## config.mk

```make
export PLATFORM = sky130hd
export DESIGN_NAME = ilp_ctrl
export DESIGN_NICKNAME = d
export VERILOG_FILES = /design/src/rtl/ilp_pkg.sv /design/src/rtl/ilp_ctrl.sv
export SDC_FILE = /design/constraint.sdc
export NUM_CORES = 1
export LEC_CHECK = 0
export BUFFER_PORTS_ARGS = -buffer_cell sky130_fd_sc_hd__clkbuf_2
export CORE_MARGIN = 3
export CORE_UTILIZATION = 42
export CTS_CLUSTER_SIZE = 30
export DETAILED_ROUTE_END_ITERATION = 7
export PLACE_DENSITY = 0.85
export SLEW_MARGIN = 20
export SYNTH_ARGS = -nofsm -noshare
export SYNTH_HDL_FRONTEND = slang
export SYNTH_SLANG_ARGS = --single-unit
```

## constraint.sdc

```tcl
create_clock -name i_core_clk -period 4.06 [get_ports i_core_clk]
set_input_delay 0 -clock i_core_clk [delete_from_list [all_inputs] [get_ports i_core_clk]]
set_output_delay 0 -clock i_core_clk [all_outputs]
set_load 0.05 [all_outputs]
```

## src/rtl/ilp_pkg.sv

```systemverilog
// How it works
// RQ1 - Enabled interrupt wakes, services, then restores sleep
// RQ2 - Full run: all three clocks, CPU on
// RQ3 - Sleep 0/1: CPU and main clock off
// RQ4 - Sleep 1: oscillator generator off if unused
// RQ5 - Sleep 2: main, sub-main off, generator on
// RQ6 - Sleep 3: main, sub-main, generator off
// RQ7 - Sleep 4: everything off, crystal stopped
// RQ8 - Vectors live in top address range
// RQ9 - Blank reset vector forces sleep 4
// RQ10 - Reset sources share top vector, priority 31
// RQ11 - Fetch from peripheral or unused space resets; only fetches at or below PERIPH_TOP reset here
// RQ12 - Non-maskable trio shares vector, own enables
// RQ13 - Timer compare 0 alone; compare 1 shares
// RQ14 - Port 2 then port 1 vectors
// RQ15 - Low vector words never fetched
// RQ16 - Watchdog enable only in interval mode
// RQ17 - Enable register bit layout, cleared by clear
// RQ18 - Watchdog flag set and clear conditions
// RQ19 - Power-on and oscillator fault flag behaviour
// RQ20 - Unassigned bits not implemented, read zero
// RQ21 - Auxiliary clock source select
// RQ22 - Watchdog expiry resets; disable or interval mode
// RQ23 - Highest pending priority serviced first
package ilp_pkg;
  localparam logic [7:0] IE1_ADDR = 8'h00;
  localparam logic [7:0] IE2_ADDR = 8'h01;
  localparam logic [7:0] IFG1_ADDR = 8'h02;
  localparam logic [7:0] IFG2_ADDR = 8'h03;
  localparam int B_WDT = 0;
  localparam int B_OSC = 1;
  localparam int B_POR = 2;
  localparam int B_RST = 3;
  localparam int B_NMI = 4;
  localparam int B_ACCV = 5;
  localparam logic [7:0] IE1_MASK = 8'h33;
  localparam logic [7:0] IFG1_MASK = 8'h1f;
  localparam logic [7:0] IE1_RESET = 8'h00;
  localparam logic [7:0] IFG1_PUC_SET = 8'h02;
  localparam logic [15:0] VEC_RESET = 16'hfffe;
  localparam logic [15:0] VEC_NMI = 16'hfffc;
  localparam logic [15:0] VEC_COMP = 16'hfff6;
  localparam logic [15:0] VEC_WDT = 16'hfff4;
  localparam logic [15:0] VEC_CC0 = 16'hfff2;
  localparam logic [15:0] VEC_CC1 = 16'hfff0;
  localparam logic [15:0] VEC_P2 = 16'hffe6;
  localparam logic [15:0] VEC_P1 = 16'hffe4;
  localparam logic [15:0] BLANK_WORD = 16'hffff;
  localparam logic [15:0] PERIPH_TOP = 16'h01ff;
  localparam logic [4:0] PRI_RESET = 5'h1f;
  localparam logic [4:0] PRI_NMI = 5'h1e;
  localparam logic [4:0] PRI_COMP = 5'h1b;
  localparam logic [4:0] PRI_WDT = 5'h1a;
  localparam logic [4:0] PRI_CC0 = 5'h19;
  localparam logic [4:0] PRI_CC1 = 5'h18;
  localparam logic [4:0] PRI_P2 = 5'h13;
  localparam logic [4:0] PRI_P1 = 5'h12;
  typedef enum logic [2:0] {
    full_run_state, sleep_state_0, sleep_state_1,
    sleep_state_2, sleep_state_3, sleep_state_4
  } ilp_mode_t;
  typedef struct packed {
    logic aux_clk_en;
    logic main_clk_en;
    logic sub_main_clk_en;
    logic cpu_en;
    logic digital_osc_gen_en;
    logic crystal_en;
    logic aux_src_lf;
  } ilp_clk_t;
  typedef struct packed {
    logic [7:0] port1_pin_flags;
    logic [1:0] port2_pin_flags;
    logic capture_compare_0;
    logic capture_compare_1;
    logic timer_overflow_flag;
    logic comparator_flag;
  } ilp_mod_irq_t;
endpackage : ilp_pkg

```

## src/rtl/ilp_ctrl.sv

```systemverilog
`timescale 1ns/1ps
module ilp_ctrl
  import ilp_pkg::*;
(
  // Clock and reset (reset is the power-on event)
  input wire logic i_core_clk,
  input wire logic i_sys_rst,
  // Special-function register port
  input wire logic [7:0] i_sfr_addr,
  input wire logic i_sfr_wr,
  input wire logic i_sfr_rd,
  input wire logic [7:0] i_sfr_wdata,
  output logic [7:0] o_sfr_rdata,
  // Reset and non-maskable sources
  input wire logic i_pin_reset,
  input wire logic i_pin_nmi,
  input wire logic i_osc_fault,
  input wire logic i_flash_key_violation,
  input wire logic i_flash_access_violation,
  // Watchdog
  input wire logic i_wdt_expire,
  input wire logic i_wdt_interval_mode,
  input wire logic i_wdt_hold,
  // Module-held interrupt flags
  input wire ilp_mod_irq_t i_mod_irq,
  // CPU side
  input wire logic i_gie,
  input wire logic i_mode_req,
  input wire ilp_mode_t i_mode_sel,
  input wire logic i_irq_ack,
  input wire logic i_irq_return,
  input wire logic i_fetch_valid,
  input wire logic [15:0] i_fetch_addr,
  input wire logic [15:0] i_reset_vector_word,
  input wire logic i_boot_check,
  input wire logic i_digital_osc_used_active,
  input wire logic i_aux_sel_lf,
  output logic o_irq_req,
  output logic [15:0] o_irq_vector,
  output logic [4:0] o_irq_priority,
  output logic o_sys_reset,
  output ilp_mode_t o_mode,
  output ilp_clk_t o_clk
);

  logic [7:0] ie1_q;
  logic [7:0] ifg1_q;
  ilp_mode_t mode_q;
  ilp_mode_t saved_mode_q;
  logic in_handler_q;
  logic sys_reset_q;
  logic [15:0] vec_q;
  logic [4:0] pri_q;
  logic req_q;
  logic fetch_bad;
  logic wdt_rst_evt;
  logic [7:0] ifg1_set;

  // Peripheral register space at or below PERIPH_TOP is not code
  assign fetch_bad = i_fetch_valid && (i_fetch_addr <= PERIPH_TOP); // RQ11
  assign wdt_rst_evt = !i_wdt_hold && !i_wdt_interval_mode && i_wdt_expire; // RQ22

  always_ff @(posedge i_core_clk or posedge i_sys_rst) begin
    if (i_sys_rst) begin
      sys_reset_q <= 1'b1;
    end else begin
      sys_reset_q <= i_pin_reset || wdt_rst_evt || i_flash_key_violation
                     || fetch_bad; // RQ10 RQ11 RQ22
    end
  end

  always_comb begin
    ifg1_set = 8'h00;
    ifg1_set[B_WDT] = wdt_rst_evt || i_flash_key_violation; // RQ18
    ifg1_set[B_OSC] = i_osc_fault; // RQ19
    ifg1_set[B_RST] = i_pin_reset;
    ifg1_set[B_NMI] = i_pin_nmi;
  end

  // Power-up clear: enables drop on every system reset, not only power-on
  always_ff @(posedge i_core_clk or posedge i_sys_rst) begin
    if (i_sys_rst) begin
      ie1_q <= IE1_RESET; // RQ17
    end else if (sys_reset_q) begin
      ie1_q <= IE1_RESET; // RQ17
    end else if (i_sfr_wr && i_sfr_addr == IE1_ADDR) begin
      ie1_q <= i_sfr_wdata & IE1_MASK; // RQ20
    end
  end

  // Interval-mode watchdog event flag, kept outside the reset flags
  logic wdt_int_q;
  logic acc_q;
  always_ff @(posedge i_core_clk or posedge i_sys_rst) begin
    if (i_sys_rst) begin
      wdt_int_q <= 1'b0;
      acc_q <= 1'b0;
    end else begin
      if (i_wdt_expire && i_wdt_interval_mode && !i_wdt_hold) begin
        wdt_int_q <= 1'b1;
      end else if (i_irq_ack && req_q && vec_q == VEC_WDT) begin
        wdt_int_q <= 1'b0;
      end
      if (i_flash_access_violation) begin
        acc_q <= 1'b1;
      end else if (i_irq_ack && req_q && vec_q == VEC_NMI) begin
        acc_q <= 1'b0;
      end
    end
  end

  // Next flag value: software write first, then hardware clears, then sets
  logic [7:0] ifg1_d;
  always_comb begin
    ifg1_d = ifg1_q;
    if (i_sfr_wr && i_sfr_addr == IFG1_ADDR) begin
      ifg1_d = i_sfr_wdata & IFG1_MASK;
    end
    // A pin reset wipes the old watchdog cause
    if (i_pin_reset) begin
      ifg1_d[B_WDT] = 1'b0; // RQ18
    end
    // Hardware events win over a clear in the same cycle
    ifg1_d = ifg1_d | ifg1_set;
    if (sys_reset_q) begin
      ifg1_d = ifg1_d | IFG1_PUC_SET; // RQ19
    end
  end

  // Power-on sets its flag and clears watchdog and pin-reset flags
  always_ff @(posedge i_core_clk or posedge i_sys_rst) begin
    if (i_sys_rst) begin
      ifg1_q <= 8'h06; // RQ18 RQ19
    end else begin
      ifg1_q <= ifg1_d;
    end
  end

  always_comb begin
    o_sfr_rdata = 8'h00;
    if (i_sfr_rd && i_sfr_addr == IE1_ADDR) begin
      o_sfr_rdata = ie1_q & IE1_MASK; // RQ20
    end else if (i_sfr_rd && i_sfr_addr == IFG1_ADDR) begin
      o_sfr_rdata = ifg1_q & IFG1_MASK;
    end else if (i_sfr_rd && (i_sfr_addr == IE2_ADDR || i_sfr_addr == IFG2_ADDR)) begin
      o_sfr_rdata = 8'h00; // RQ20
    end
  end

  // Fixed-priority arbiter; only listed vectors can ever be produced
  logic nmi_pend;
  logic wdt_pend;
  logic mask_ok;
  always_comb begin
    nmi_pend = (ie1_q[B_NMI] && ifg1_q[B_NMI]) || (ie1_q[B_OSC] && ifg1_q[B_OSC])
               || (ie1_q[B_ACCV] && acc_q); // RQ12
    wdt_pend = ie1_q[B_WDT] && i_wdt_interval_mode && wdt_int_q; // RQ16
    mask_ok = i_gie && !in_handler_q;
  end

  always_ff @(posedge i_core_clk or posedge i_sys_rst) begin
    if (i_sys_rst) begin
      req_q <= 1'b0;
      vec_q <= VEC_RESET;
      pri_q <= PRI_RESET;
    end else if (sys_reset_q) begin
      req_q <= 1'b1;
      vec_q <= VEC_RESET; // RQ10 RQ8
      pri_q <= PRI_RESET;
    end else if (i_irq_ack) begin
      req_q <= 1'b0;
    end else if (nmi_pend && !in_handler_q) begin
      req_q <= 1'b1;
      vec_q <= VEC_NMI; // RQ12
      pri_q <= PRI_NMI;
    end else if (mask_ok && i_mod_irq.comparator_flag) begin
      req_q <= 1'b1; // RQ23
      vec_q <= VEC_COMP;
      pri_q <= PRI_COMP;
    end else if (mask_ok && wdt_pend) begin
      req_q <= 1'b1;
      vec_q <= VEC_WDT; // RQ16
      pri_q <= PRI_WDT;
    end else if (mask_ok && i_mod_irq.capture_compare_0) begin
      req_q <= 1'b1;
      vec_q <= VEC_CC0; // RQ13
      pri_q <= PRI_CC0;
    end else if (mask_ok && (i_mod_irq.capture_compare_1 || i_mod_irq.timer_overflow_flag)) begin
      req_q <= 1'b1;
      vec_q <= VEC_CC1; // RQ13
      pri_q <= PRI_CC1;
    end else if (mask_ok && |i_mod_irq.port2_pin_flags) begin
      req_q <= 1'b1;
      vec_q <= VEC_P2; // RQ14
      pri_q <= PRI_P2;
    end else if (mask_ok && |i_mod_irq.port1_pin_flags) begin
      req_q <= 1'b1;
      vec_q <= VEC_P1; // RQ14 RQ15
      pri_q <= PRI_P1;
    end else begin
      // A raised request stands until the core takes it
      req_q <= req_q;
    end
  end

  // Sleep mode tracking: save on wake, restore on handler return
  always_ff @(posedge i_core_clk or posedge i_sys_rst) begin
    if (i_sys_rst) begin
      mode_q <= full_run_state;
      saved_mode_q <= full_run_state;
      in_handler_q <= 1'b0;
    end else if (sys_reset_q) begin
      mode_q <= full_run_state;
      in_handler_q <= 1'b0;
    end else if (i_boot_check && i_reset_vector_word == BLANK_WORD) begin
      mode_q <= sleep_state_4; // RQ9
    end else if (i_irq_ack && req_q && vec_q != VEC_RESET) begin
      // Taking the reset vector is a restart, not a handler entry
      saved_mode_q <= mode_q; // RQ1
      mode_q <= full_run_state;
      in_handler_q <= 1'b1;
    end else if (i_irq_return && in_handler_q) begin
      mode_q <= saved_mode_q; // RQ1
      in_handler_q <= 1'b0;
    end else if (i_mode_req) begin
      mode_q <= i_mode_sel;
    end
  end

  // Every gate is spelled out per mode so no mode inherits a stale enable
  always_comb begin
    o_clk = '0;
    o_clk.aux_src_lf = i_aux_sel_lf; // RQ21
    case (mode_q)
      full_run_state: begin
        o_clk.aux_clk_en = 1'b1; // RQ2
        o_clk.main_clk_en = 1'b1;
        o_clk.sub_main_clk_en = 1'b1;
        o_clk.cpu_en = 1'b1;
        o_clk.digital_osc_gen_en = 1'b1;
        o_clk.crystal_en = 1'b1;
      end
      sleep_state_0: begin
        o_clk.aux_clk_en = 1'b1; // RQ3
        o_clk.main_clk_en = 1'b0;
        o_clk.sub_main_clk_en = 1'b1;
        o_clk.cpu_en = 1'b0;
        o_clk.digital_osc_gen_en = 1'b1;
        o_clk.crystal_en = 1'b1;
      end
      sleep_state_1: begin
        o_clk.aux_clk_en = 1'b1; // RQ3
        o_clk.main_clk_en = 1'b0;
        o_clk.sub_main_clk_en = 1'b1;
        o_clk.cpu_en = 1'b0;
        // Generator may only drop when nothing in run mode relies on it
        o_clk.digital_osc_gen_en = i_digital_osc_used_active; // RQ4
        o_clk.crystal_en = 1'b1;
      end
      sleep_state_2: begin
        o_clk.aux_clk_en = 1'b1; // RQ5
        o_clk.main_clk_en = 1'b0;
        o_clk.sub_main_clk_en = 1'b0;
        o_clk.cpu_en = 1'b0;
        // Kept powered to trade current for fast wake-up
        o_clk.digital_osc_gen_en = 1'b1;
        o_clk.crystal_en = 1'b1;
      end
      sleep_state_3: begin
        o_clk.aux_clk_en = 1'b1; // RQ6
        o_clk.main_clk_en = 1'b0;
        o_clk.sub_main_clk_en = 1'b0;
        o_clk.cpu_en = 1'b0;
        o_clk.digital_osc_gen_en = 1'b0;
        o_clk.crystal_en = 1'b1;
      end
      default: begin
        o_clk.aux_clk_en = 1'b0; // RQ7
        o_clk.main_clk_en = 1'b0;
        o_clk.sub_main_clk_en = 1'b0;
        o_clk.cpu_en = 1'b0;
        o_clk.digital_osc_gen_en = 1'b0;
        o_clk.crystal_en = 1'b0;
      end
    endcase
  end

  assign o_irq_req = req_q;
  assign o_irq_vector = vec_q;
  assign o_irq_priority = pri_q;
  assign o_sys_reset = sys_reset_q;
  assign o_mode = mode_q;

endmodule : ilp_ctrl

```

# Word-level counts from Yosys, hierarchy flattened
# Index checks and enable logic that the tools add are counted.
classes:
  n_reduce_logical: 52
  n_lt_le_gt_ge: 1
  bitwise_logic: 3
  n_mux: 48
  n_eq_ne: 11
op_table:
  columns: ["operator", "count"]
  rows:
  - ["$mux 16", 9]
  - ["$mux 5", 10]
  - ["$eq 16x16->1 const B", 3]
  - ["$pmux 6 s5", 1]
  - ["$logic_and 1x1->1", 28]
  - ["$mux 1", 18]
  - ["$mux 6", 3]
  - ["$le 16x9->1 const B", 1]
  - ["$ne 16x16->1 const B", 1]
  - ["$mux 3", 5]
  - ["$reduce_bool 9->1", 1]
  - ["$eq 8x2->1 const B", 1]
  - ["$logic_not 8->1", 1]
  - ["$mux 8", 1]
  - ["$or 8x5->8", 1]
  - ["$reduce_bool 8->1", 1]
  - ["$reduce_or 8->1", 1]
  - ["$logic_or 1x1->1", 7]
  - ["$eq 3x2->1 const B", 2]
  - ["$reduce_bool 2->1", 3]
  - ["$reduce_bool 5->1", 1]
  - ["$reduce_and 2->1", 2]
  - ["$eq 3x1->1 const B", 1]
  - ["$eq 3x3->1 const B", 1]
  - ["9 further kinds", 12]
word_totals:
  output_inout_bits: 41
  elab_cells: 126
  register_bits: 46

# Logic depth before layout (Yosys ltp)
# Gate-level depths: netlist of the first run.
depth:
  word_depth: 12
  mapped_depth: 5
  ltp_nobuf: 5

# Least setup slack after synthesis of the first run
# OpenSTA, ideal clock, no wires.
synth_timing:
  path_type: "register to output"
  from: "register mode_q[1], in the netlist o_mode[1]"
  to: "output o_clk[6] (netlist name)"
  setup_slack_ns: 1.851
  stages_incl_launch_ff: 3
  t_arrival_ns: 2.209
  cell_sequence: "dfrtp_1 o21ai_0 buf_4"
synth_lines:
  columns: ["element", "line", "rtl"]
  rows:
  - ["from (decl)", "ilp_ctrl.sv:48", "ilp_mode_t mode_q;"]
  - ["from (signal assigned)", "ilp_ctrl.sv:209", "mode_q <= full_run_state;"]
  - ["from (signal assigned)", "ilp_ctrl.sv:213", "mode_q <= full_run_state;"]
  - ["from (signal assigned)", "ilp_ctrl.sv:216", "mode_q <= sleep_state_4;"]
  - ["to (decl)", "ilp_ctrl.sv:43", "output ilp_clk_t o_clk"]

# Worst setup path in the final report of the first run
layout_timing:
  from: "register ie1_q[4]"
  to: "register pri_q[2], in the netlist o_irq_priority[2]"
layout_between:
  elab_chain_len: 7
layout_lines:
  columns: ["element", "line", "rtl"]
  rows:
  - ["from (decl)", "ilp_ctrl.sv:46", "logic [7:0] ie1_q;"]
  - ["from (signal assigned)", "ilp_ctrl.sv:87", "ie1_q <= i_sfr_wdata & IE1_MASK;"]
  - ["$logic_and 1x1->1 (*)", "ilp_ctrl.sv:155", "nmi_pend = (ie1_q[B_NMI] && ifg1_q[B_NMI]) || (ie1_q[B_OSC] && ifg1_q[B_OSC])"]
  - ["$logic_or 1x1->1 (*)", "ilp_ctrl.sv:155", null]
  - ["$logic_or 1x1->1 (*)", "ilp_ctrl.sv:156", "|| (ie1_q[B_ACCV] && acc_q);"]
  - ["$logic_and 1x1->1 (*)", "ilp_ctrl.sv:172", "end else if (nmi_pend && !in_handler_q) begin"]
  - ["$mux 5", "ilp_ctrl.sv:172", null]
  - ["$mux 5", "ilp_ctrl.sv:170", "end else if (i_irq_ack) begin"]
  - ["$mux 5", "ilp_ctrl.sv:166", "end else if (sys_reset_q) begin"]
  - ["to (signal assigned)", "ilp_ctrl.sv:165", "pri_q <= PRI_RESET;"]
  - ["to (signal assigned)", "ilp_ctrl.sv:169", "pri_q <= PRI_RESET;"]
  - ["to (signal assigned)", "ilp_ctrl.sv:175", "pri_q <= PRI_NMI;"]
  - ["to (decl)", "ilp_ctrl.sv:53", "logic [4:0] pri_q;"]
# Mark *: on every way between the ends. The rest lies on a longest branch, timed or not. The select of a mux whose other input is x is not followed.
# A chain may end at the register's enable or synchronous reset.

==> results of run 1 <==
stage by stage:
stage / power, mW / worst slack (ps) / cell area, um2 / hold slack, ps / instances
final: 0.566 / 2020 / 2150 / 0.116 / 320
after global routing: 0.604 / 1890 / 2150 / 0.414 / 320
after CTS: 0.572 / 2030 / 2150 / 0.370 / 320
after detailed placement: 0.422 / 2050 / 2000 / 0.370 / 306
after global placement: 0.419 / 2140 / 2000 / 0.370 / 306
after floorplan: 0.384 / 1850 / 1640 / 9.43 / 188
Yosys cell counts, types with 4 or more instances:
| library cell | n |
|---|---|
| buf_4 | 22 |
| nor2_1 | 20 |
| dfrtp_1 | 17 |
| nand2_1 | 17 |
| mux2i_1 | 12 |
| a21oi_1 | 8 |
| dfstp_2 | 7 |
| nor3_1 | 7 |
| nor4_1 | 6 |
| inv_1 | 5 |
| nand4_1 | 5 |
| o21ai_0 | 5 |
| and3_1 | 4 |
power by group:
part | internal [mW] | switching (mW) | total [mW]
combinational | 0.0556 | 0.106 | 0.162
sequential | 0.250 | 0.0115 | 0.262
clock | 0.0700 | 0.0720 | 0.142
worst reg2reg max path: cells and delay by family, from the launching register on:
family,cells,cell delay (ps)
AO/OA/AOI/OAI,3,1100
flip-flops,1,420
AND/OR/NAND/NOR,2,440
layout make-up:
class | instances | area, um2
Fill cell | 313 | 1350
Multi-Input combinational cell | 134 | 833
Timing Repair Buffer | 107 | 586
Clock buffer | 4 | 45.0
Inverter | 5 | 18.8
Tap cell | 46 | 57.6
Sequential cell | 24 | 609
sequential cells by signal, summed over array words and instances (netlist names), 3 cells and up:
| signal | cells |
|---|---|
| ifg1_q | 5 |
| ie1_q | 4 |
| o_irq_priority | 4 |
| o_mode | 3 |
| saved_mode_q | 3 |
timing repair:
| item | in CTS | in global routing |
|---|---|---|
| hold buffers | 10 | 0 |
| hold endpoints to repair | 25 | 0 |
| endpoints found under the setup margin | 0 | 0 |
routing by layer:
layer | global-route usage [%] | wire, um
met4 | 5.32 | 50
met5 | 0 | 0
met2 | 35.2 | 2090
met3 | 2.66 | 374
met1 | 21.7 | 1560
final timing paths:
| kind | slack [ps] | from | end |
|---|---|---|---|
| setup / recovery | 2020 | ie1_q[4]$_DFFE_PP0P_ | o_irq_priority[2]$_DFFE_PP1P_ |
| hold / removal | 0.1 | i_aux_sel_lf | o_clk[0] |
| setup reg to reg | 2020 | ie1_q[4]$_DFFE_PP0P_ | o_irq_priority[2]$_DFFE_PP1P_ |
| hold reg to reg | 490 | ifg1_q[3]$_DFF_PP0_ | ifg1_q[3]$_DFF_PP0_ |
| max in group asynchronous | 3050 | i_sys_rst | ifg1_q[3]$_DFF_PP0_ |
| min in group asynchronous | 460 | i_sys_rst | saved_mode_q[0]$_DFFE_PP0P_ |
logic make-up (layout without fill, tap and decap cells):
group                  Yosys count  in the layout  share of synthesized area [%]
multiplexers                    16             16                           10.6
flip-flops                      24             24                           38.3
AND/OR/NAND/NOR                 77             77                           27.4
other                            2             15                          0.472
buffers and inverters           30            116                           12.4
AO/OA/AOI/OAI                   26             26                           10.9
==> impl_metrics.json, run 1 <==
{
  "startpoint_type": "flip-flop",
  "holdPathStages": 0,
  "vias_per_cell": 5.06,
  "yosysSeqAreaShare_pct": 38.3,
  "grt_pass1_wl_um": 6470,
  "critPathSlowestCell": "a222oi_1",
  "setup_viol": 0,
  "mostFrequentLayoutCell": "clkbuf_2",
  "root_buffer": "clkbuf_8",
  "async_flop_share_pct": 100,
  "yosysUniqueCellTypes": 39,
  "ctsHtreeMaxLevel": 1,
  "grt_pass1_vias": 1507,
  "start_util_pct": 45.5,
  "io_buffers": 97,
  "hold_path.class": "primary input to output port",
  "dieHeight_um": 67.5,
  "row_count": 21,
  "grt-ovfl-total": 0,
  "slowest_delay_ps": 600,
  "die_w_um": 67.5,
  "clk_path_buf_depth": 2,
  "setup.worst_path.class": "flip-flop to flip-flop",
  "r2r_cells": 5,
  "synthCells": 175,
  "wl_um": 4080,
  "route.detailed.wl_per_inst_um": 12.8,
  "post-dp-hpwl_um": 3300,
  "insertion_delay_ps": 270,
  "cts_buffers": 3,
  "mostFrequentLayoutCells": "clkbuf_2, nor2_1, nand2_1, dfrtp_1, conb_1",
  "path_cells": "a222oi_1 > a31oi_1 > nor4_4 > o21ba_2 > nor2_1",
  "ant_nets": 0,
  "antenna_found_initial": 0,
  "die_area_mm2": 0.00456,
  "path_buf_inv": 0,
  "outcome": "completed",
  "area_growth_pct": 35.2,
  "end_kind": "flip-flop",
  "worst_pin_slew_ps": 894,
  "drive_gt1_share_pct": 42.7,
  "critPathTopFamily": "compound AO/OA/AOI/OAI gates",
  "rsz0062_at_grt": "no",
  "netlist_top_cells_area": "dfrtp_1, dfstp_2, buf_4, mux2i_1, nor2_1",
  "slew_headroom_pct": 40.4,
  "final-max-slew-violation-count": 0,
  "grt_usage_pct": 18.7,
  "grt_max_degree": 25,
  "avgSynthCellArea_um2": 9.09,
  "synth.top_cell.area_share_pct": 26.8,
  "drc_errors": 0,
  "synthFlopType": "dfrtp_1",
  "yosys_warnings": 0,
  "nNetsFinal": 360,
  "diodes": 0,
  "via_count": 1619,
  "max_freq_mhz": 491,
  "cp.arrival_ps": 2220,
  "cts.sink_count": 24,
  "cts_resized": 0,
  "ir_drop_uv": 120,
  "max_cap_viol_count": 0,
  "leakagePower_nw": 1.13,
  "critPathRequiredTime_ps": 4250,
  "pin_count": 126,
  "mappedNetlistArea_mm2": 0.00159,
  "fin_crit_ps": 2040,
  "min_period_over_period_pct": 50.2,
  "drt_iter0_drc": 45,
  "clkTransAtPathRegs_ps": 90,
  "power_density_mw_per_mm2": 263,
  "finalHoldViolations": 0,
  "finClkSkew_ps": 12.1,
  "critical_path_depth": 5,
  "coreArea_mm2": 0.00349,
  "yosys.area.top_type": "dfrtp_1",
  "crit_fanout": 5,
  "first_pass_iters": 4,
  "fin_tns_setup_ps": 0,
  "cts_setup_buffers": 0,
  "synth_edf_count": 0,
  "ys_ff_latch": 24,
  "tritoncts": "done",
  "post-route-util_pct": 61.5,
  "place_congestion": 0.844
}
(Power assumes the default switching activity.)
==> run 2: changes to the inputs <==
Settings changed: CORE_UTILIZATION 42 to 39, PLACE_DENSITY 0.85 to 0.8.
Clock period 4.06 ns to 1.9 ns, I/O delays scaled along.
==> run 2 against run 1 <==
Wire length decreased by 0.69%. Fmax increased by 17%. Critical path depth increased by 1. Sequential share of layout area decreased by 0.45 points. Via count decreased by 1.9%. Power increased by 120%. Critical path type unchanged.
==> impl_metrics.json, run 2 (synthesis results as in run 1) <==
{
  "coreArea_mm2": 0.00380,
  "ant_nets": 0,
  "critPathSlowestCell": "dfrtp_1",
  "place_congestion": 0.838,
  "hold_path.class": "primary input to output port",
  "insertion_delay_ps": 270,
  "area_growth_pct": 37.4,
  "holdPathStages": 0,
  "grt_max_degree": 25,
  "fin_tns_setup_ps": 0,
  "grt_pass1_wl_um": 6360,
  "grt_pass1_vias": 1448,
  "dieHeight_um": 69.9,
  "cts_setup_buffers": 0,
  "slowest_delay_ps": 400,
  "wl_um": 4050,
  "nNetsFinal": 363,
  "clk_path_buf_depth": 2,
  "post_dp_cell_area_mm2": 0.00204,
  "rsz0062_at_grt": "no",
  "route.detailed.wl_per_inst_um": 12.5,
  "mostFrequentLayoutCell": "clkbuf_2",
  "clkTransAtPathRegs_ps": 70,
  "via_count": 1589,
  "crit_fanout": 5,
  "startpoint_type": "flip-flop",
  "drc_errors": 0,
  "finClkSkew_ps": 9.36,
  "leakagePower_nw": 1.15,
  "antenna_found_initial": 0,
  "setup_viol": 0,
  "post-dp-hpwl_um": 3300,
  "max_freq_mhz": 576,
  "power_density_mw_per_mm2": 557,
  "finalHoldViolations": 0,
  "r2r_cells": 6,
  "cts_buffers": 3,
  "hold_start": "i_aux_sel_lf",
  "die_area_mm2": 0.00488,
  "end_kind": "flip-flop",
  "cts.sink_count": 24,
  "outcome": "completed",
  "max_cap_viol_count": 0,
  "pin_count": 126,
  "largest_register_ffs": 5,
  "start_util_pct": 41.9,
  "grt-ovfl-total": 0,
  "cp.arrival_ps": 1920,
  "grt_usage_pct": 15.6,
  "diodes": 0,
  "setup.worst_path.class": "flip-flop to flip-flop",
  "fin_crit_ps": 1740,
  "vias_per_cell": 4.89,
  "critPathRequiredTime_ps": 2090,
  "first_pass_iters": 4,
  "final_area_mm2": 0.00218,
  "drive_gt1_share_pct": 44.0,
  "row_count": 22,
  "critPathLaunch": "ifg1_q[4]$_DFF_PP0_",
  "reg2reg_from": "ifg1_q[4]$_DFF_PP0_",
  "top_register": "ifg1_q",
  "ir_drop_uv": 308,
  "root_buffer": "clkbuf_8",
  "mostFrequentLayoutCells": "clkbuf_2, nor2_1, nand2_1, dfrtp_1, conb_1",
  "drt_iter0_drc": 67,
  "ctsHtreeMaxLevel": 1,
  "path_cells": "a222oi_1 > buf_4 > a31oi_1 > nor4_4 > o21bai_1 > o41a_1",
  "tritoncts": "done",
  "min_period_over_period_pct": 91.3,
  "final-max-slew-violation-count": 0,
  "io_buffers": 97,
  "die_w_um": 69.9,
  "p_total_mw": 1.22
}
run 2: changes by cell type in the layout (fill, tap and decap cells not counted), sizes merged:
| cell | before | now |
|---|---|---|
| buf | 0 | 3 |
run 2: metrics by stage:
stage	hold WS, ps	cells	util (%)	setup slack, ps
after global routing	0.314	325	57.5	27.5
after global placement	0.341	311	53.7	155
after detailed placement	0.341	311	53.7	161
after floorplan	9.43	188	-	123
after CTS	0.341	325	57.5	146
final	0.109	325	57.5	165
run 2: worst paths after layout:
path | to | slack, ps
max | o_irq_priority[0]$_DFFE_PP1P_ | 160
min | o_clk[0] | 0.1
max reg2reg | o_irq_priority[0]$_DFFE_PP1P_ | 160
min reg2reg | acc_q$_DFFE_PP0P_ | 490
max in group asynchronous | o_irq_priority[0]$_DFFE_PP1P_ | 1310
min in group asynchronous | acc_q$_DFFE_PP0P_ | 290
run 2: critical path, delay by kind of cell (launching register included):
kind	cells	cell delay [ps]
buf+inv	1	180
flops	1	400
simple gates	1	370
compound gates	4	700
run 2: final cells by class:
type                       instances  area (um2)
sequential                        24         609
fill                             352        1610
timing repair buffer             110         608
inverter                           5        18.8
multi-input combinational        134         843
tap                               48        60.1
clock buffer                       4        45.0
run 2: power breakdown:
| group | internal, mW | switching [mW] | total (mW) |
|---|---|---|---|
| sequential | 0.535 | 0.0257 | 0.561 |
| clock | 0.150 | 0.154 | 0.304 |
| combinational | 0.124 | 0.229 | 0.353 |
run 2: repair_timing:
action | in CTS | in global routing
endpoints found under the hold margin | 26 | 0
setup endpoints to repair | 0 | 0
hold buffers | 10 | 0
resized for setup | 0 | 0
run 2: routing by layer:
metal,track usage [%],share of wire (%)
met1,19.9,41
met2,27.4,49
met3,3.45,9.6
met4,2.55,0.89
met5,0,0
==> run 3: changes to the inputs <==
Settings changed: GPL_TIMING_DRIVEN from default to 0.
==> run 3 against run 2 <==
Design area is 8.4% higher. First-iteration DRC count is 15% lower. Clock skew is 1.5 ps lower. Power is 6.8% higher. Sequential share of layout area is 2.2 points lower. Worst hold slack better by 7.1 ps. Fmax is 0.43% lower. Flip-flop and latch count stayed put.
==> impl_metrics.json, run 3 (synthesis results as in run 1) <==
{
  "outcome": "completed",
  "max_freq_mhz": 574,
  "ctsHtreeMaxLevel": 1,
  "die_area_mm2": 0.00488,
  "row_count": 22,
  "pin_count": 126,
  "max_cap_viol_count": 0,
  "grt_pass1_wl_um": 6960,
  "largest_register_ffs": 5,
  "dieHeight_um": 69.9,
  "post_dp_cell_area_mm2": 0.00219,
  "ant_nets": 0,
  "slowest_delay_ps": 550,
  "multiInputGateArea_um2": 843,
  "setup.worst_path.class": "flip-flop to flip-flop",
  "finClkSkew_ps": 7.86,
  "clkTransAtPathRegs_ps": 80,
  "io_buffers": 97,
  "coreArea_mm2": 0.00380,
  "antenna_found_initial": 0,
  "diodes": 0,
  "crit_fanout": 5,
  "rsz0062_at_grt": "no",
  "tritoncts": "done",
  "path_buf_inv": 1,
  "area_growth_pct": 48.9,
  "hold_path.class": "primary input to flip-flop",
  "cts.sink_count": 24,
  "nNetsFinal": 387,
  "grt_usage_pct": 17.0,
  "cp.arrival_ps": 1930,
  "min_period_over_period_pct": 91.7,
  "via_count": 1656,
  "drt_iter0_drc": 57,
  "path_cells": "a222oi_1 > buf_4 > a31oi_1 > nor4_4 > o41a_1",
  "grt_max_degree": 25,
  "drive_gt1_share_pct": 47.8,
  "p_int_mw": 0.873,
  "route.detailed.wl_per_inst_um": 12.0,
  "clk_path_buf_depth": 2,
  "grt_pass1_vias": 1596,
  "wl_met2_um": 2140,
  "post-dp-hpwl_um": 3410,
  "root_buffer": "clkbuf_8",
  "cts_resized": 0,
  "leakagePower_nw": 1.25,
  "grt-ovfl-total": 0,
  "fin_crit_ps": 1740,
  "first_pass_iters": 4,
  "mostFrequentLayoutCell": "clkbuf_2",
  "start_util_pct": 41.9,
  "critPathSlowestCell": "dfstp_2",
  "power_frac_comb_pct": 30.7,
  "pwr-share-clk_pct": 26.6,
  "fillCellCount": 364,
  "top_register": "ifg1_q",
  "slew_headroom_pct": 39.1,
  "ir_drop_uv": 363,
  "drc_errors": 0,
  "setup_viol": 0,
  "startpoint_type": "flip-flop",
  "p_total_mw": 1.30,
  "finalHoldViolations": 0,
  "wl_um": 4200,
  "wl_met1_um": 1650,
  "critPathTopFamily": "compound AO/OA/AOI/OAI gates",
  "critPathRequiredTime_ps": 2090,
  "place_congestion": 0.807,
  "dpl_worst_slack_ps": -72.7,
  "cts_buffers": 3,
  "wl_met3_um": 397,
  "final-max-slew-violation-count": 0,
  "worst_pin_slew_ps": 912,
  "dr.max_layer_used": "met4",
  "die_w_um": 69.9,
  "final_area_mm2": 0.00237,
  "mostFrequentLayoutCells": "clkbuf_2, buf_4, nor2_1",
  "ff_latch_area_um2": 609,
  "switching_share_pct": 32.8,
  "power_frac_seq_pct": 42.6,
  "insertion_delay_ps": 260,
  "end_kind": "flip-flop",
  "worst_slack_ps": 157,
  "vias_per_cell": 4.74,
  "switchingPower_mw": 0.427,
  "power_density_mw_per_mm2": 549
}
## run 3: cell types whose count changed in the layout (fill, tap and decap cells not counted)
cell	before	now
buf_4	3	23
buf_2	0	1
clkbuf_1	1	2
clkbuf_8	3	4
dlygate4sd3_1	10	11
## run 3: what timing repair did
item	in CTS	in global routing
hold buffers	11	0
cloned	0	0
buffers inserted	1	0
pin swaps	1	1
endpoints found under the setup margin	3	2
hold endpoints to repair	26	0
## run 3: worst min-delay path: cells and delay by family
kind / cells / cell delay [ps]
buffers and inverters: 1 / 90
AND/OR/NAND/NOR: 1 / 90
multiplexers: 1 / 60
## run 3: area by class of cell
cell class,instances,share of cell area [%]
clock buffers,4,2.33
multi-input cells,134,35.6
flip-flops and latches,24,25.7
plain buffers,25,7.51
well taps,48,2.54
inverters,5,0.793
repair buffers,109,25.5
## run 3: power by group through the flow
stage	logic (mW)	registers, mW	clock network, mW
floorplan	0.233	0.590	0
global placement	0.377	0.562	0
detailed placement	0.383	0.563	0
CTS	0.402	0.554	0.358
global route	0.431	0.558	0.382
finish	0.400	0.554	0.346
## run 3: worst paths after layout
check | from | endpoint | slack, ps | cells past startpoint
hold / removal | i_sfr_wdata[5] | ie1_q[5]$_DFFE_PP0P_ | 7 | 3
min in group asynchronous | i_sys_rst | o_mode[0]$_DFFE_PP0P_ | 450 | 3
setup / recovery | ifg1_q[1]$_DFF_PP1_ | o_irq_priority[0]$_DFFE_PP1P_ | 160 | 5
hold reg to reg | acc_q$_DFFE_PP0P_ | acc_q$_DFFE_PP0P_ | 490 | 1
max in group asynchronous | i_sys_rst | ie1_q[0]$_DFFE_PP0P_ | 880 | 3
setup reg to reg | ifg1_q[1]$_DFF_PP1_ | o_irq_priority[0]$_DFFE_PP1P_ | 160 | 5
## run 3: per-layer routing
layer / track usage [%] / vias to the layer above
met5: 0 / -
met4: 3.83 / 0
met3: 3.60 / 2
met2: 31.7 / 78
met1: 19.8 / 735
li1: - / 841
## run 3: stage by stage
step                util (%)  TNS (ps)  hold WS, ps  cells
finish                  62.3         0         7.20    349
global route            62.3         0         21.1    349
CTS                     62.3         0         10.2    349
detailed placement      57.8      -155          183    333
global placement        57.8      -102          181    333
floorplan                  -         0         9.43    188
